==> config.mk <==
export PLATFORM = sky130hd
export DESIGN_NAME = depress_division
export DESIGN_NICKNAME = d
export VERILOG_FILES = /design/src/depress_pkg.sv /design/src/pin_sync.sv /design/src/delay_timer.sv /design/src/depress_division.sv
export SDC_FILE = /design/constraint.sdc
export NUM_CORES = 1
export LEC_CHECK = 0
export CORE_ASPECT_RATIO = 0.5
export CORE_MARGIN = 2
export CORE_UTILIZATION = 55
export CTS_CLUSTER_SIZE = 12
export DETAILED_ROUTE_END_ITERATION = 6
export DONT_BUFFER_PORTS = 1
export PLACE_DENSITY = 0.73
export SYNTH_ARGS = -nofsm -noshare
export SYNTH_HDL_FRONTEND = slang
export SYNTH_SLANG_ARGS = --single-unit
==> constraint.sdc <==
create_clock -name core_clk_in -period 4.7 [get_ports core_clk_in]
set_input_delay 0.235 -clock core_clk_in [delete_from_list [all_inputs] [get_ports core_clk_in]]
set_output_delay 0.235 -clock core_clk_in [all_outputs]
set_load 0.02 [all_outputs]
==> src/depress_pkg.sv <==
// Purpose: Shared constants, types and vote function for the depressurization logic.
// Assumes: One division per instance, clocked at 125 MHz.
// Notes: Delay counts are derived from the times in their own units.
`default_nettype none

package depress_pkg;

  // ---------------------------------------------------------------------------
  // Sizes
  // ---------------------------------------------------------------------------
  localparam int unsigned CHANNELS = 4;
  localparam int unsigned VOTE_MIN = 2;
  localparam int unsigned LPF_PUMPS = 3;
  localparam int unsigned HPF_PUMPS = 2;
  localparam int unsigned VALVES = 8;
  localparam int unsigned ARM_CHANNELS = 2;
  localparam int unsigned SYNC_STAGES = 2;

  // ---------------------------------------------------------------------------
  // Timing
  // ---------------------------------------------------------------------------
  localparam longint unsigned CLK_HZ = 125_000_000;
  localparam longint unsigned MAIN_DELAY_SEC = 29;
  localparam longint unsigned BYPASS_DELAY_MIN = 8;
  localparam longint unsigned SEC_PER_MIN = 60;
  localparam longint unsigned MAIN_DELAY_CYC = MAIN_DELAY_SEC * CLK_HZ;
  localparam longint unsigned BYPASS_DELAY_CYC = BYPASS_DELAY_MIN * SEC_PER_MIN * CLK_HZ;
  localparam int unsigned TIMER_W = 36;

  // ---------------------------------------------------------------------------
  // Types
  // ---------------------------------------------------------------------------
  typedef enum logic [1:0] {
    SEL_OFF  = 2'h0,
    SEL_AUTO = 2'h1,
    SEL_OPEN = 2'h2
  } selector_e;

  // All operator and sensor inputs, travelling together through the synchroniser.
  typedef struct packed {
    logic [CHANNELS-1:0] dw_trip;
    logic [CHANNELS-1:0] low_low_level_trip;
    logic [LPF_PUMPS-1:0] low_pressure_flooder_run;
    logic [HPF_PUMPS-1:0] high_pressure_flooder_run;
    logic anticipated_transient_permissive;
    logic transient_manual_inhibit;
    logic division_inhibit;
    logic manual_reset;
    logic [ARM_CHANNELS-1:0] arm_collar;
    logic [ARM_CHANNELS-1:0] push_button;
    logic [VALVES-1:0][1:0] selector;
  } pins_s;

  // True when at least VOTE_MIN of the channel trips are asserted.
  function automatic logic two_of_four(input logic [CHANNELS-1:0] trips);
    int unsigned sum;
    sum = 0;
    for (int i = 0; i < CHANNELS; i++) begin
      sum = sum + int'(trips[i]);
    end
    return (sum >= VOTE_MIN);
  endfunction : two_of_four

endpackage : depress_pkg

`default_nettype wire

==> src/pin_sync.sv <==
// Purpose: Two flip-flop synchroniser for a bundle of asynchronous pins.
// Assumes: Each bit is an independent slow level.
// Notes: The first stage is read only by the second stage.
`default_nettype none

module pin_sync #(
  parameter int unsigned WIDTH = 8
) (
  input wire logic core_clk_in,
  input wire logic rst_in,
  input wire logic [WIDTH-1:0] async_in,
  output logic [WIDTH-1:0] sync_out
);

  logic [WIDTH-1:0] meta_r;

  // ---------------------------------------------------------------------------
  // Stages
  // ---------------------------------------------------------------------------
  // Multi-bit skew is not guarded here; of these bits only the channel trips are voted later, and none is debounced.
  always_ff @(posedge core_clk_in or posedge rst_in) begin
    if (rst_in) begin
      meta_r <= '0;
      sync_out <= '0;
    end else begin
      meta_r <= async_in;
      sync_out <= meta_r;
    end
  end

endmodule : pin_sync

`default_nettype wire

==> src/delay_timer.sv <==
// Purpose: Restartable delay timer with a parameter terminal count.
// Assumes: run_in is a level from the same clock domain.
// Notes: Any drop of run_in returns the count to zero at once.
`default_nettype none

module delay_timer #(
  parameter int unsigned WIDTH = 36,
  parameter logic [63:0] TERMINAL = 64'h0000_0000_0000_0010
) (
  input wire logic core_clk_in,
  input wire logic rst_in,
  input wire logic run_in,
  output logic running_out,
  output logic done_out
);

  logic [WIDTH-1:0] count_r;
  logic [WIDTH-1:0] count_nxt;
  logic [WIDTH-1:0] term_cnt;

  assign term_cnt = TERMINAL[WIDTH-1:0];

  // ---------------------------------------------------------------------------
  // Counter
  // ---------------------------------------------------------------------------
  // Counting saturates at the terminal so that done stays while run holds.
  always_comb begin
    if (!run_in) begin
      count_nxt = '0;
    end else if (count_r == term_cnt) begin
      count_nxt = count_r;
    end else begin
      count_nxt = count_r + {{(WIDTH-1){1'b0}}, 1'b1};
    end
  end

  // Done rises after exactly TERMINAL cycles of continuous run.
  always_ff @(posedge core_clk_in or posedge rst_in) begin
    if (rst_in) begin
      count_r <= '0;
      running_out <= 1'b0;
      done_out <= 1'b0;
    end else begin
      count_r <= count_nxt;
      running_out <= run_in && (count_nxt != term_cnt);
      done_out <= run_in && (count_nxt == term_cnt);
    end
  end

endmodule : delay_timer

`default_nettype wire

==> src/depress_division.sv <==
// Purpose: One division of automatic depressurization initiation logic.
// Assumes: All inputs are asynchronous pins; one 125 MHz clock.
// Notes: The pilot outputs of both divisions are ORed at the valve, outside this block.
`default_nettype none

module depress_division
  import depress_pkg::*;
#(
  parameter logic [63:0] MAIN_DELAY_CYCLES = 64'(depress_pkg::MAIN_DELAY_CYC),
  parameter logic [63:0] BYPASS_DELAY_CYCLES = 64'(depress_pkg::BYPASS_DELAY_CYC)
) (
  input wire logic core_clk_in,
  input wire logic rst_in,
  input wire logic [depress_pkg::CHANNELS-1:0] dw_trip_in,
  input wire logic [depress_pkg::CHANNELS-1:0] low_low_level_trip_in,
  input wire logic [depress_pkg::LPF_PUMPS-1:0] low_pressure_flooder_run_in,
  input wire logic [depress_pkg::HPF_PUMPS-1:0] high_pressure_flooder_run_in,
  input wire logic anticipated_transient_permissive_in,
  input wire logic transient_manual_inhibit_in,
  input wire logic division_inhibit_in,
  input wire logic manual_reset_in,
  input wire logic [depress_pkg::ARM_CHANNELS-1:0] arm_collar_in,
  input wire logic [depress_pkg::ARM_CHANNELS-1:0] push_button_in,
  input wire logic [2*depress_pkg::VALVES-1:0] selector_in,
  output logic [depress_pkg::VALVES-1:0] pilot_out,
  output logic [depress_pkg::VALVES-1:0] manual_open_out,
  output logic [depress_pkg::VALVES-1:0] pilot_lamp_out,
  output logic dw_trip_ann_out,
  output logic low_low_level_ann_out,
  output logic timing_ann_out,
  output logic inhibit_ann_out,
  output logic armed_ann_out,
  output logic initiated_out
);

  import depress_pkg::*;

  // ---------------------------------------------------------------------------
  // Input synchronisation
  // ---------------------------------------------------------------------------
  pins_s pins_raw;
  pins_s pins;

  // Every pin enters the clock domain through two flip-flops before use.
  always_comb begin
    pins_raw.dw_trip = dw_trip_in;
    pins_raw.low_low_level_trip = low_low_level_trip_in;
    pins_raw.low_pressure_flooder_run = low_pressure_flooder_run_in;
    pins_raw.high_pressure_flooder_run = high_pressure_flooder_run_in;
    pins_raw.anticipated_transient_permissive = anticipated_transient_permissive_in;
    pins_raw.transient_manual_inhibit = transient_manual_inhibit_in;
    pins_raw.division_inhibit = division_inhibit_in;
    pins_raw.manual_reset = manual_reset_in;
    pins_raw.arm_collar = arm_collar_in;
    pins_raw.push_button = push_button_in;
    pins_raw.selector = selector_in;
  end

  pin_sync #(
    .WIDTH($bits(pins_s))
  ) u_sync (
    .core_clk_in(core_clk_in),
    .rst_in(rst_in),
    .async_in(pins_raw),
    .sync_out(pins)
  );

  // ---------------------------------------------------------------------------
  // Voting and permissives
  // ---------------------------------------------------------------------------
  logic dw_vote;
  logic ll_vote;
  logic pump_perm;
  logic transient_ok;
  logic armed;
  logic manual_fire;
  logic auto_fire;
  logic reset_allowed;
  logic [VALVES-1:0] open_vec;

  // Both parameters vote on the current channel trips.
  assign dw_vote = two_of_four(pins.dw_trip);
  assign ll_vote = two_of_four(pins.low_low_level_trip);

  // Any single running pump is enough to show makeup is available.
  assign pump_perm = (|pins.low_pressure_flooder_run)
                   | (|pins.high_pressure_flooder_run);

  // Low level and the power monitor permissive must coincide, and no operator inhibit.
  assign transient_ok = ll_vote && pins.anticipated_transient_permissive
                      && !pins.transient_manual_inhibit;

  // Arming needs both collars of this division turned.
  assign armed = &pins.arm_collar;

  // Manual fire bypasses the timers but still needs a running pump.
  assign manual_fire = armed && (&pins.push_button) && pump_perm;

  // A reset attempt is void while both coincidences persist.
  assign reset_allowed = pins.manual_reset && !(dw_vote && ll_vote);

  // ---------------------------------------------------------------------------
  // Parameter seal-in latches
  // ---------------------------------------------------------------------------
  logic dw_latch_r;
  logic ll_latch_r;

  // Set wins over reset, so a parameter still tripped can never be cleared.
  always_ff @(posedge core_clk_in or posedge rst_in) begin
    if (rst_in) begin
      dw_latch_r <= 1'b0;
    end else if (dw_vote) begin
      dw_latch_r <= 1'b1;
    end else if (reset_allowed) begin
      dw_latch_r <= 1'b0;
    end
  end

  // The level latch is independent of the drywell latch.
  always_ff @(posedge core_clk_in or posedge rst_in) begin
    if (rst_in) begin
      ll_latch_r <= 1'b0;
    end else if (ll_vote) begin
      ll_latch_r <= 1'b1;
    end else if (reset_allowed) begin
      ll_latch_r <= 1'b0;
    end
  end

  // ---------------------------------------------------------------------------
  // Delay timers
  // ---------------------------------------------------------------------------
  logic bypass_run;
  logic main_run;
  logic bypass_running;
  logic bypass_done;
  logic main_running;
  logic main_done;

  // Timing follows the live level vote, not the latch, so a level recovery
  // zeroes the count and every new crossing starts from zero. The reset
  // pushbutton reaches only the main timer, by clearing the drywell latch.
  assign bypass_run = ll_vote;
  // The main timer waits for sealed-in drywell pressure or an expired bypass.
  assign main_run = ll_vote && (dw_latch_r || bypass_done);

  delay_timer #(
    .WIDTH(TIMER_W),
    .TERMINAL(BYPASS_DELAY_CYCLES)
  ) u_bypass_timer (
    .core_clk_in(core_clk_in),
    .rst_in(rst_in),
    .run_in(bypass_run),
    .running_out(bypass_running),
    .done_out(bypass_done)
  );

  delay_timer #(
    .WIDTH(TIMER_W),
    .TERMINAL(MAIN_DELAY_CYCLES)
  ) u_main_timer (
    .core_clk_in(core_clk_in),
    .rst_in(rst_in),
    .run_in(main_run),
    .running_out(main_running),
    .done_out(main_done)
  );

  // ---------------------------------------------------------------------------
  // Initiation latch
  // ---------------------------------------------------------------------------
  logic init_r;
  logic init_nxt;

  // The keylock inhibit only blocks a division that has not yet fired; once
  // fired it is ignored so it can never reclose valves already opened.
  assign auto_fire = main_done && main_run && pump_perm && transient_ok
                   && (!pins.division_inhibit || init_r);

  // Fire wins over reset; reset is void while both coincidences remain.
  always_comb begin
    if (auto_fire || manual_fire) begin
      init_nxt = 1'b1;
    end else if (reset_allowed) begin
      init_nxt = 1'b0;
    end else begin
      init_nxt = init_r;
    end
  end

  always_ff @(posedge core_clk_in or posedge rst_in) begin
    if (rst_in) begin
      init_r <= 1'b0;
    end else begin
      init_r <= init_nxt;
    end
  end

  // ---------------------------------------------------------------------------
  // Valve outputs
  // ---------------------------------------------------------------------------
  // The selector OPEN position drives the non-division pilot of its own valve.
  generate
    for (genvar v = 0; v < VALVES; v++) begin : g_sel
      assign open_vec[v] = (pins.selector[v] == SEL_OPEN);
    end
  endgenerate

  // Outputs are registered; the division pilot goes to every valve together.
  always_ff @(posedge core_clk_in or posedge rst_in) begin
    if (rst_in) begin
      pilot_out <= '0;
      manual_open_out <= '0;
      pilot_lamp_out <= '0;
    end else begin
      pilot_out <= {VALVES{init_nxt}};
      manual_open_out <= open_vec;
      pilot_lamp_out <= {VALVES{init_nxt}} | open_vec;
    end
  end

  // ---------------------------------------------------------------------------
  // Annunciators
  // ---------------------------------------------------------------------------
  // The two trip annunciators follow the latched state so an alarm outlives a brief trip.
  always_ff @(posedge core_clk_in or posedge rst_in) begin
    if (rst_in) begin
      dw_trip_ann_out <= 1'b0;
      low_low_level_ann_out <= 1'b0;
      timing_ann_out <= 1'b0;
      inhibit_ann_out <= 1'b0;
      armed_ann_out <= 1'b0;
      initiated_out <= 1'b0;
    end else begin
      dw_trip_ann_out <= dw_latch_r;
      low_low_level_ann_out <= ll_latch_r;
      timing_ann_out <= bypass_running || main_running;
      inhibit_ann_out <= pins.division_inhibit;
      armed_ann_out <= armed;
      initiated_out <= init_nxt;
    end
  end
endmodule : depress_division

`default_nettype wire

After elaboration in Yosys (flattened, before gate mapping) --
Index checks and enable logic that the tools add are counted.
Operators by class: add/subtract/negate cells 8, magnitude comparators 2, eq/ne operators 14, multiplexer cells 9, bitwise operators 2, reduce and logical (&&, ||, !) cells 28
Operators by type and width (count):
- 36-bit two-way mux | 4
- 36-bit by 1-bit adder with 36-bit output (second input constant) | 2
- 36-bit by 32-bit == test with 1-bit output (second input constant) | 2
- 36-bit == test (second input constant) | 2
- 36-bit by 32-bit != test with 1-bit output (second input constant) | 1
- 36-bit != test (second input constant) | 1
- 2-bit == test (second input constant) | 8
- 1-bit logical AND | 15
- 3-bit by 1-bit adder with 4-bit output | 2
- 4-bit by 2-bit greater-or-equal comparator with 1-bit output (second input constant) | 2
- 8-bit bitwise OR | 1
- 2-bit by 1-bit adder with 3-bit output | 2
- 1-bit two-way mux | 5
- 1-bit by 1-bit adder with 2-bit output | 2
- 1-bit logical OR | 4
- 2-bit AND reduction | 2
- 2-bit nonzero test | 2
- 1-bit zero test | 3
- 3-bit OR reduction | 1
- 2-bit OR reduction | 1
- 1-bit bitwise OR | 1
Word-level totals: register bits after elaboration 175, input bits 39, output and inout port bits 30, logic and storage cells 82

Depth between registers and ports, before layout --
Gate-level depths: netlist (run 1).
depth after elaboration 12, mapped depth 11, gate-level depth less buffers 9

Modules after synthesis --
Synthesis (run 1) repeated with hierarchy kept, for this count alone.
Second synthesis, totals: cell total of the unflattened synthesis 705, area total of the unflattened synthesis 7781.2 µm²
Modules (own cells, without submodules):
- delay_timer at u_bypass_timer | instances 1, cells each 274, area an instance 2523.7 µm², seq. area each 950.9 µm²
- delay_timer at u_main_timer | instances 1, cells each 271, area an instance 2398.6 µm², seq. area each 950.9 µm²
- pin_sync | instances 1, cells each 75, area an instance 1855.5 µm², seq. area each 1851.8 µm²
- depress_division | instances 1, cells each 85, area an instance 1003.5 µm², seq. area each 600.6 µm²

Least setup slack after synthesis (run 1) --
OpenSTA, ideal clock, no wires.
kind reg-to-reg, start register u_bypass_timer.count_r[0], end register u_bypass_timer.running_out, library setup time 0.139 ns, arrival time 2.517 ns, required time 4.561 ns, slack 2.043 ns, cell stages (with the launch flop) 11, cell sequence dfrtp_1 -> ha_1 -> buf_2 -> and4_1 -> buf_2 -> nand3_2 -> or4_1 -> a221o_1 -> nor4b_2 -> nor4b_1 -> a31oi_1
Between the ends: longest elaborated chain between the ends 5
RTL lines:
- start, declared | line delay_timer.sv:17 | logic [WIDTH-1:0] count_r;
- start signal, assigned | line delay_timer.sv:44 | count_r <= count_nxt;
- 36-bit by 1-bit adder with 36-bit output or 36-bit == test (tied branches) | line delay_timer.sv:33, delay_timer.sv:30
- 36-bit two-way mux * | line delay_timer.sv:30 | end else if (count_r == term_cnt) begin
- 36-bit two-way mux * | line delay_timer.sv:28 | if (!run_in) begin
- 36-bit != test * | line delay_timer.sv:45 | running_out <= run_in && (count_nxt != term_cnt);
- 1-bit logical AND * | line delay_timer.sv:45
- end signal, assigned | line delay_timer.sv:45
- end, declared | line delay_timer.sv:13 | output logic running_out,
Every way passes the cells marked *; elsewhere a longest branch is shown, timed or not. A chain may end at the register's enable or synchronous reset.

Worst setup path in the final report (run 1) --
Ends and elaborated chain as after synthesis.

==> impl_metrics.csv, run 1 <==
group,metric,value,unit
status,status,"complete, no violations",
sta,setup_viol,0,
drt,vias_per_cell,5.828,
clocking,cts_buffer_depth,2,
sta,whs,347.0,ps
sta,worst_pin_slew,942.7,ps
die,die_h,87.78,um
die,initial_core_util,0.5666,
drt,wl,16780,um
sta,relSlewSlack,0.3657,
critical_path,crit_path_end_kind,"register",
drt,post_drt_wl_per_cell,17.90,um
die,dieArea,0.01506,mm^2
power_and_ir_drop,max-vdd-ir-drop,0.2162,mV
placement,post-place-ws,1487,ps
sta,hold_violations,0,
cells_and_area,fill_cells,1012,
die,fp-row-count,30,
die,io_pins,69,
worst_hold_path,min_path_type,"reg2reg",
clocking,cts-hold-fix-buffers,38,
clocking,path_clk_slew,80,ps
critical_path,max_stage_delay,470,ps
logic_synthesis,syn_area,0.007720,mm^2
cells_and_area,layoutNonFillerInstCount,937,
critical_path,reg2reg_depth,8,
critical_path,startpoint_type,"register",
logic_synthesis,syn_inst,711,
clocking,post-cts-setup-buffers,0,
logic_synthesis,syn_avg_cell_area,10.86,um^2
clocking,htreeDepth,4,
clocking,cts_root_buffer,"clkbuf_16",
cells_and_area,final_cell_mix,"dfrtp_1 (173), nor2_1 (68), nand2_1 (41)",
placement,io_buffers,0,
drt,antenna_left,0,
sta,setup_ws,1407,ps
logic_synthesis,synth.yosys.seq_area_share,0.5640,
critical_path,crit-reg2reg-launch,"u_bypass_timer.count_r[0]$_DFF_PP0_",
critical_path,path_cells,"ha_1, and4_1, nand3_2, or4_1, a221o_1, nor4b_2, nor4b_1, a31oi_1",
die,core-area,0.01363,mm^2
clocking,cts_tree,"yes",
die,die_x,171.6,um
critical_path,worst_ep_arrival_time,3580,ps
cells_and_area,final_layout_size_suffix_gt1_frac,0.08322,
cells_and_area,antenna_cells,0,
grt,grt_pass1_wl,27770,um
clocking,clock-sinks,174,
logic_synthesis,synth_edf_count,0,
logic_synthesis,dominantRegCellSynth,"dfrtp_1",
clocking,insertion_delay,430,ps
critical_path,cp_max_fo,9,
critical_path,crit_required,4990,ps
sta,finalCritPeriodShare,0.7007,
worst_hold_path,holdPathEnd,"u_sync.sync_out[5]$_DFF_PP0_",
critical_path,critPathSlowestCell,"or4_1",
grt,grt_usage,0.2403,
worst_hold_path,hp-start,"u_sync.meta_r[5]$_DFF_PP0_",
logic_synthesis,ys_seq_elements,174,
cells_and_area,nets,777,
grt,grt_max_degree,135,
power_and_ir_drop,p_leak,3.665,nW
clocking,post_cts_resized,0,
grt,grt_overflow,0,
critical_path,reg2reg_to,"u_bypass_timer.running_out$_DFF_PP0_",
grt,grt_antenna_before_repair,0,
sta,drv_slew,0,
sta,skew,12.13,ps
logic_synthesis,yosysUniqueCellTypes,67,
sta,rsz0062_at_grt,"no",
cells_and_area,area_growth,13.94,%
critical_path,reg2reg_setup_slack,1410,ps
logic_synthesis,async_reset_ff_frac,1.000,
placement,gp_congestion,0.9542,
logic_synthesis,synth.net_count,756,
grt,grt_pass1_vias,5312,
sta,post-route-min-period,3293,ps
power_and_ir_drop,total_power,0.003272,W
drt,dr.pass1.iters,5,
drt,drtIter0Drc,542,
sta,max_freq,303.7,MHz
critical_path,crit_type,"reg2reg",
clocking,numCtsBuffers,17,
drt,vias,5461,
cells_and_area,final_common_cell,"dfrtp_1",
sta,tns,0,ps
worst_hold_path,holdPathStages,0,
placement,hpwl,11220,um
flow_run,maxCapViolCount,0,
drt,drc,0,
power_and_ir_drop,power_density,372.0,mW/mm^2
placement,place_inst,867,
logic_synthesis,ys_warn_count,0,
-- through the flow --
| stage | instance area [um^2] | util |
|---|---|---|
| finish | 8796 | 0.6455 |
| global route | 8796 | 0.6455 |
| CTS | 8796 | 0.6455 |
| global placement | 7797 | 0.5723 |
| floorplan | 7724 | - |
| detailed placement | 7797 | 0.5723 |
-- per-layer routing --
layer	vias up	share of wire	routed length, um	global-route usage
met4	0	0.020	330	0.09245
met2	197	0.47	7904	0.3739
met5	-	0	0	0
li1	2546	-	-	-
met1	2688	0.45	7483	0.3360
met3	30	0.063	1056	0.05242
-- power breakdown --
part	total [W]	switching, W	internal, W
Clock	0.00142	0.000693	0.000727
Sequential	0.00165	0.0000841	0.00156
Combinational	0.000207	0.000127	0.0000803
-- critical path: cells and delay by family (launching register included) --
| kind | cells | cell delay, ps |
|---|---|---|
| and+or+nand+nor | 5 | 1810 |
| AOI/OAI and AO/OA | 2 | 510 |
| DFF | 1 | 460 |
| adders and majority gates | 1 | 370 |
-- logic make-up after synthesis --
group | after synthesis | share of synthesized area
compound gates | 84 | 0.07067
mux | 8 | 0.01054
simple gates | 321 | 0.2415
xor+xnor | 53 | 0.06013
buf+inv | 63 | 0.03890
flops | 174 | 0.5640
fa+ha+maj | 8 | 0.01426
-- cells in the mapped netlist (all sizes together), types with 3 or more instances --
library cell  instances  area, um^2
nand3                39       210.2
xor2                 26       227.7
nor4bb                4       40.04
a211oi                4       30.03
nand2                42       160.2
a21oi                19       95.09
ha                    4       50.05
or2                   4       25.03
or4                   8       67.56
buf                  26       161.4
inv                  22       82.58
a21boi                3       22.52
nand4b                3       26.28
nor2                 68       255.2
o21ai                23       115.1
a31oi                 6       37.54
mux2i                 7       70.07
o2111ai               4       35.03
and4                 10       88.84
clkbuf               15       56.30
nor4b                12       111.4
and3                 12       76.33
and2                 10       62.56
nand4                22       143.9
a21o                  4       30.03
nand2b               17       106.4
nor4                 21       195.2
nor3                 19       100.1
dfrtp               174        4354
o31ai                 3       22.52
nor2b                13       81.33
o21a                  4       30.03
xnor2                27       236.5
or3                  14       87.58
-- layout make-up --
cell class              instances  area, um^2  area share
clock buffers                  17       425.4     0.04836
clock inverters                15       192.7     0.02191
inverters                      22       86.33    0.009815
multi-input cells             474        3065      0.3485
flip-flops and latches        174        4355      0.4952
well taps                     192       240.2     0.02731
repair buffers                 43       430.4     0.04893
-- registers in the layout (all words and copies together), names as in the netlist, 8 cells and up --
name                    count
manual_open_out             8
pilot_lamp_out              8
u_bypass_timer.count_r     36
u_main_timer.count_r       36
u_sync.meta_r              37
u_sync.sync_out            37
-- worst max-delay path by stage --
| stage | from | depth (start not counted) | slack [ps] | to |
|---|---|---|---|---|
| detailed placement | u_bypass_timer.count_r[0]$_DFF_PP0_ | 8 | 1490 | u_bypass_timer.running_out$_DFF_PP0_ |
| global route | u_bypass_timer.count_r[0]$_DFF_PP0_ | 8 | 1220 | u_bypass_timer.running_out$_DFF_PP0_ |
| global placement | u_bypass_timer.count_r[0]$_DFF_PP0_ | 8 | 1630 | u_bypass_timer.running_out$_DFF_PP0_ |
| CTS | u_bypass_timer.count_r[0]$_DFF_PP0_ | 8 | 1450 | u_bypass_timer.running_out$_DFF_PP0_ |
| floorplan | u_bypass_timer.count_r[0]$_DFF_PP0_ | 10 | 2040 | u_bypass_timer.running_out$_DFF_PP0_ |
| finish | u_bypass_timer.count_r[0]$_DFF_PP0_ | 8 | 1410 | u_bypass_timer.running_out$_DFF_PP0_ |
Power figures use the tool's default switching activity.
==> run 2, diff against run 1 <==
--- a/config.mk
+++ b/config.mk
@@ -11,7 +11,7 @@
 export CTS_CLUSTER_SIZE = 12
 export DETAILED_ROUTE_END_ITERATION = 6
 export DONT_BUFFER_PORTS = 1
-export PLACE_DENSITY = 0.73
+export PLACE_DENSITY = 0.7
 export SYNTH_ARGS = -nofsm -noshare
 export SYNTH_HDL_FRONTEND = slang
 export SYNTH_SLANG_ARGS = --single-unit
==> constraint.sdc (replaced) <==
create_clock -name core_clk_in -period 3.4 [get_ports core_clk_in]
set_input_delay 0.17 -clock core_clk_in [delete_from_list [all_inputs] [get_ports core_clk_in]]
set_output_delay 0.17 -clock core_clk_in [all_outputs]
set_load 0.02 [all_outputs]
==> run 2 against run 1 <==
  * Global-route usage down 0.46 points
  * Sequential share of layout area down 0.67 points
  * Hold slack worse by 62 ps
  * Clock-buffer cell count unchanged
  * Combinational power up 54%
  * Largest cell class unchanged
  * Highest routed layer unchanged
==> impl_metrics.csv, run 2 (synthesis results as in run 1) <==
group,metric,value,unit
drt,antenna_left,0,
sta,post-route-min-period,3097,ps
clocking,cts_buffer_depth,2,
drt,dr.pass1.iters,5,
cells_and_area,final_common_cell,"dfrtp_1",
grt,grt_max_degree,100,
critical_path,max_stage_delay,460,ps
grt,grt_pass1_vias,5457,
sta,max_freq,322.9,MHz
power_and_ir_drop,max-vdd-ir-drop,0.4119,mV
drt,post_drt_wl_per_cell,17.44,um
critical_path,critPathLaunch,"u_bypass_timer.count_r[0]$_DFF_PP0_",
critical_path,path_cells,"ha_2, and4_2, nand3_2, or4_1, a221o_1, nor4b_2, nor4b_1, a31oi_1",
sta,relSlewSlack,0.3731,
clocking,htreeDepth,4,
cells_and_area,final_cell_mix,"dfrtp_1 (173), nor2_1 (68), nand2_1 (41)",
drt,drtIter0Drc,416,
worst_hold_path,min_path_type,"in2reg",
critical_path,crit_path_end_kind,"register",
drt,wl,16550,um
drt,drc,0,
critical_path,crit_cells,8,
worst_hold_path,holdPathStages,1,
sta,skew,12.22,ps
power_and_ir_drop,power_density,517.6,mW/mm^2
sta,worst_pin_slew,938.4,ps
cells_and_area,final_layout_size_suffix_gt1_frac,0.1004,
clocking,path_clk_slew,80,ps
cells_and_area,fill_cells,999,
sta,drv_slew,0,
grt,grt_antenna_before_repair,0,
sta,setup_viol,0,
critical_path,worst_ep_arrival_time,3370,ps
placement,gp_congestion,0.9227,
die,initial_core_util,0.5666,
cells_and_area,reg.largest.list,"u_sync.meta_r: 37 flops, u_sync.sync_out: 37 flops",
grt,grt_pass1_wl,27240,um
drt,vias_per_cell,5.819,
flow_run,maxCapViolCount,0,
grt,grt_usage,0.2357,
critical_path,crit_required,3670,ps
clocking,clock-sinks,174,
cells_and_area,layoutNonFillerInstCount,949,
critical_path,reg2reg_depth,8,
critical_path,crit-reg2reg-launch,"u_bypass_timer.count_r[0]$_DFF_PP0_",
die,fp-row-count,30,
critical_path,critPathSlowestCell,"or4_1",
sta,tns,0,ps
placement,hpwl,11090,um
die,die_x,171.6,um
sta,rsz0062_at_grt,"no",
sta,hold_violations,0,
critical_path,startpoint_type,"register",
die,io_pins,69,
placement,place_inst,879,
cells_and_area,nets,789,
critical_path,path_buf_inv,0,
drt,vias,5522,
die,core-area,0.01363,mm^2
critical_path,crit_type,"reg2reg",
clocking,cts_tree,"yes",
die,dieArea,0.01506,mm^2
sta,whs,285.2,ps
worst_hold_path,hp-start,"selector_in[2]",
critical_path,cp_max_fo,9,
clocking,insertion_delay,430,ps
cells_and_area,antenna_cells,0,
placement,io_buffers,0,
clocking,cts_root_buffer,"clkbuf_16",
cells_and_area,area_growth,15.51,%
clocking,numCtsBuffers,17,
power_and_ir_drop,p_leak,3.734,nW
status,status,"complete, no violations",
die,die_h,87.78,um
grt,grt_overflow,0,
critical_path,crit_family,"simple AND/OR/NAND/NOR gates",
sta,finalCritPeriodShare,0.9108,
==> run 2: layout make-up <==
class                           instances  area (um^2)  area share
Clock buffer                           17        425.4     0.04771
Clock inverter                         15        220.2     0.02469
Inverter                               22        86.33    0.009681
Multi-Input combinational cell        474         3069      0.3442
Sequential cell                       174         4355      0.4884
Tap cell                              192        240.2     0.02694
Timing Repair Buffer                   55        520.5     0.05837
==> run 2: report_power, final <==
group | switching (W) | internal, W
registers | 0.0000969 | 0.00216
clock network | 0.00101 | 0.00103
logic | 0.000199 | 0.000119
total | 0.00131 | 0.00331
==> run 2: worst paths after layout <==
check	end	slack, ps
max	u_bypass_timer.running_out$_DFF_PP0_	300
min	u_sync.meta_r[2]$_DFF_PP0_	290
max reg2reg	u_bypass_timer.running_out$_DFF_PP0_	300
min reg2reg	u_sync.sync_out[11]$_DFF_PP0_	350
max in group asynchronous	u_sync.meta_r[11]$_DFF_PP0_	2020
min in group asynchronous	armed_ann_out$_DFF_PP0_	410
==> run 2: per-stage QoR <==
step           power (W)  area (um^2)  setup slack, ps    util
6_report        0.004616         8917            303.3  0.6545
5_1_grt         0.004780         8917            75.90  0.6545
4_1_cts         0.004646         8914            147.1  0.6542
3_5_place_dp    0.002582         7888            264.7  0.5789
3_3_place_gp    0.002566         7888            446.1  0.5789
2_1_floorplan   0.002504         7724            743.4       -
==> run 2: what timing repair did <==
item | CTS | global route
resized for setup | 0 | 2
hold buffers | 38 | 0
buffers inserted | 0 | 0
setup endpoints to repair | 0 | 1
hold endpoints to repair | 77 | 0
==> run 2: per-layer routing <==
layer	vias to the layer above	part of all wire	GRT usage	routed length (um)
met5	-	0	0	0
met4	0	0.020	0.08860	339
met3	33	0.063	0.05558	1036
met2	189	0.48	0.3757	7911
met1	2732	0.44	0.3204	7263
li1	2568	-	-	-
==> run 3, diff against run 2 <==
--- a/config.mk
+++ b/config.mk
@@ -5,6 +5,7 @@
 export SDC_FILE = /design/constraint.sdc
 export NUM_CORES = 1
 export LEC_CHECK = 0
+export ABC_AREA = 1
 export CORE_ASPECT_RATIO = 0.5
 export CORE_MARGIN = 2
 export CORE_UTILIZATION = 55
==> constraint.sdc (replaced) <==
create_clock -name core_clk_in -period 3.4 [get_ports core_clk_in]
set_input_delay 0.68 -clock core_clk_in [delete_from_list [all_inputs] [get_ports core_clk_in]]
set_output_delay 0.68 -clock core_clk_in [all_outputs]
set_load 0.02 [all_outputs]
==> run 3 against run 2 <==
  * Via count grew 20%
  * Sequential power is essentially flat
  * Sequential cell count unchanged
  * Synthesized cell count increased by 44%
  * Clock power shrank 4%
  * Critical path depth rose by 7
  * Die area up 5.1%
  * Clock skew increased by 9.1 ps
  * Largest cell class unchanged
  * Largest power group unchanged
  * Highest routed layer unchanged
==> impl_metrics.csv, run 3 <==
group,metric,value,unit
cells_and_area,reg.largest.list,"u_sync.meta_r: 37 flops, u_sync.sync_out: 37 flops",
placement,postPlaceCellArea,0.008346,mm^2
flow_run,maxCapViolCount,0,
placement,io_buffers,0,
critical_path,crit-reg2reg-launch,"u_sync.sync_out[29]$_DFF_PP0_",
power_and_ir_drop,p_int,0.003236,W
clocking,cts_tree,"yes",
critical_path,path_common_cell,"nor2_1",
cells_and_area,final_common_cell,"nand2_1",
critical_path,max_stage_delay,460,ps
critical_path,crit_required,3710,ps
sta,post-route-min-period,2609,ps
logic_synthesis,ys_seq_elements,174,
grt,grt_antenna_before_repair,1,
die,initial_core_util,0.5618,
clocking,post-cts-setup-buffers,0,
placement,gp_congestion,0.9628,
drt,met2WireLength,9374,um
critical_path,crit_family,"simple AND/OR/NAND/NOR gates",
sta,relSlewSlack,0.5438,
power_and_ir_drop,p_switching,0.001256,W
grt,grt_overflow,0,
logic_synthesis,synth_top_cell_area_share,0.5357,
cells_and_area,final_cell_mix,"nand2_1 (273), nor2_1 (192), dfrtp_1 (173)",
clocking,insertion_delay,440,ps
drt,post_drt_wl_per_cell,16.30,um
logic_synthesis,synth_edf_count,0,
grt,grt_usage,0.2767,
drt,wl_met3,1529,um
clocking,path_clk_slew,80,ps
cells_and_area,multiInputGateArea,0.003124,mm^2
critical_path,critPathSlowestCell,"fa_1",
logic_synthesis,yosysMostFrequentCell,"nand2_1",
cells_and_area,final_layout_size_suffix_gt1_frac,0.07075,
cells_and_area,fill_cells,1249,
cells_and_area,seq_area,0.004355,mm^2
sta,hold_violations,0,
critical_path,crit_cells,15,
cells_and_area,fin_area,0.008965,mm^2
critical_path,endpoint,"u_bypass_timer.running_out$_DFF_PP0_",
power_and_ir_drop,total_power,0.004492,W
die,die_h,89.96,um
logic_synthesis,syn_area,0.008128,mm^2
clocking,clock-sinks,174,
power_and_ir_drop,switching_share,0.2796,
drt,antenna_left,0,
logic_synthesis,dominantRegCellSynth,"dfrtp_1",
sta,tns,0,ps
grt,grt_max_degree,91,
sta,skew,21.32,ps
drt,drc,0,
logic_synthesis,syn_inst,1026,
sta,drv_slew,0,
sta,worst_pin_slew,682.9,ps
logic_synthesis,yosys-top-cells-area,"dfrtp_1 (54%), nand2_1 (13%), nor2_1 (8.9%), inv_1 (6.4%), nand3_1 (5.4%)",
placement,hpwl,15140,um
drt,dr.pass1.iters,7,
die,dieArea,0.01583,mm^2
sta,max_freq,383.3,MHz
logic_synthesis,ys_warn_count,0,
sta,finalCritPeriodShare,0.7673,
die,core-area,0.01447,mm^2
critical_path,reg2reg_depth,15,
power_and_ir_drop,p_leak,4.268,nW
critical_path,path_buf_inv,4,
logic_synthesis,syn_avg_cell_area,7.922,um^2
clocking,cts_root_buffer,"clkbuf_16",
drt,vias,6621,
drt,highest_layer,"met4",
power_and_ir_drop,clkPwrFrac,0.436,
drt,vias_per_cell,5.318,
status,status,"complete, no violations",
critical_path,startpoint_type,"register",
clocking,htreeDepth,4,
sta,setup_viol,0,
cells_and_area,nets,1078,
die,die_x,175.9,um
logic_synthesis,synth_common_cells,"nand2_1 (273), nor2_1 (192), dfrtp_1 (174)",
clocking,cts_buffer_depth,2,
logic_synthesis,synth.largest_area_cell,"dfrtp_1",
power_and_ir_drop,seq_power_share,0.500,
clocking,post_cts_resized,0,
logic_synthesis,synth.yosys.seq_area_share,0.5357,
logic_synthesis,yosysUniqueCellTypes,36,
worst_hold_path,min_path_type,"in2async",
critical_path,cp_max_fo,31,
critical_path,path_cells,"inv_1, fa_1, inv_1, nand2_1, nand2_1, buf_4, clkinv_1, nor2_1, nand2_1, nor2_1, nand3_1, nor2_1, nand2_1, nor2_1, nor2_1",
die,fp-row-count,31,
drt,wl_met1,8956,um
clocking,numCtsBuffers,17,
critical_path,worst_ep_arrival_time,2920,ps
grt,grt_pass1_vias,6658,
grt,grt_pass1_wl,33850,um
critical_path,crit_path_end_kind,"register",
clocking,cts-hold-fix-buffers,0,
die,io_pins,69,
power_and_ir_drop,pwr-share-comb,0.064,
power_and_ir_drop,power_density,501.0,mW/mm^2
power_and_ir_drop,max-vdd-ir-drop,0.4242,mV
logic_synthesis,async_reset_ff_frac,1.000,
drt,wl,20300,um
critical_path,reg2reg_to,"u_bypass_timer.running_out$_DFF_PP0_",
sta,rsz0062_at_grt,"no",
drt,drtIter0Drc,676,
critical_path,crit_type,"reg2reg",
logic_synthesis,synth.net_count,1071,
critical_path,critPathLaunch,"u_sync.sync_out[29]$_DFF_PP0_",
cells_and_area,area_growth,10.30,%
critical_path,reg2reg_setup_slack,790,ps
[run 3: cell types whose count changed after synthesis, moves of 12 or more]
cell      change
nand2_1     +232
nor2_1      +124
inv_1       +117
nand3_1      +52
xnor2_1      -25
nand2b_1     -17
or3_1        -13
clkbuf_1     -12
nor2b_1      -12
nor4_1       -12
[run 3: worst min path at each step]
stage	from	to	slack (ps)
final	rst_in	u_bypass_timer.count_r[16]$_DFF_PP0_	210
after global routing	rst_in	u_bypass_timer.count_r[16]$_DFF_PP0_	240
after CTS	rst_in	u_bypass_timer.count_r[16]$_DFF_PP0_	220
after detailed placement	u_sync.meta_r[0]$_DFF_PP0_	u_sync.sync_out[0]$_DFF_PP0_	330
after global placement	u_sync.meta_r[4]$_DFF_PP0_	u_sync.sync_out[4]$_DFF_PP0_	330
after floorplan	u_sync.meta_r[0]$_DFF_PP0_	u_sync.sync_out[0]$_DFF_PP0_	330
[run 3: cells by family (layout without fill, tap and decap cells)]
group | after synthesis | count (layout) | share of synthesized area
AO/OA/AOI/OAI | 45 | 45 | 0.02909
XOR/XNOR | 17 | 17 | 0.01832
AND/OR/NAND/NOR | 620 | 620 | 0.3259
buffers and inverters | 164 | 184 | 0.07989
adder cells (fa/ha/maj) | 6 | 6 | 0.01108
flip-flops | 174 | 174 | 0.5357
other | 0 | 1 | 0
[run 3: per-layer routing]
metal | vias to the layer above | track usage
met5 | - | 0
met4 | 0 | 0.08471
met3 | 38 | 0.06853
met2 | 258 | 0.4383
met1 | 3141 | 0.3803
li1 | 3184 | -
[run 3: power groups by stage]
stage | registers [W] | clock network (W) | logic, W
after floorplan | 0.00227 | 0 | 0.000225
after global placement | 0.00228 | 0 | 0.000276
after detailed placement | 0.00229 | 0 | 0.000288
after CTS | 0.00225 | 0.00199 | 0.000290
after global routing | 0.00226 | 0.00208 | 0.000337
final | 0.00225 | 0.00196 | 0.000286
[run 3: cell type report]
class,instances,share of cell area
flip-flops and latches,174,0.4858
multi-input cells,688,0.3485
inverters,147,0.06197
clock buffers,17,0.04745
well taps,198,0.02763
clock inverters,15,0.02135
repair buffers,5,0.006978
diodes,1,0.0002791
[run 3: per-stage QoR]
| step | cells | setup slack [ps] | util | hold WS (ps) |
|---|---|---|---|---|
| after floorplan | 1026 | 495.3 | - | 331.2 |
| after global placement | 1212 | 932.5 | 0.5768 | 331.2 |
| after detailed placement | 1212 | 812.3 | 0.5768 | 334.7 |
| after CTS | 1244 | 776.8 | 0.6195 | 222.7 |
| after global routing | 1245 | 461.2 | 0.6196 | 241.6 |
| final | 1245 | 791.3 | 0.6196 | 211.3 |
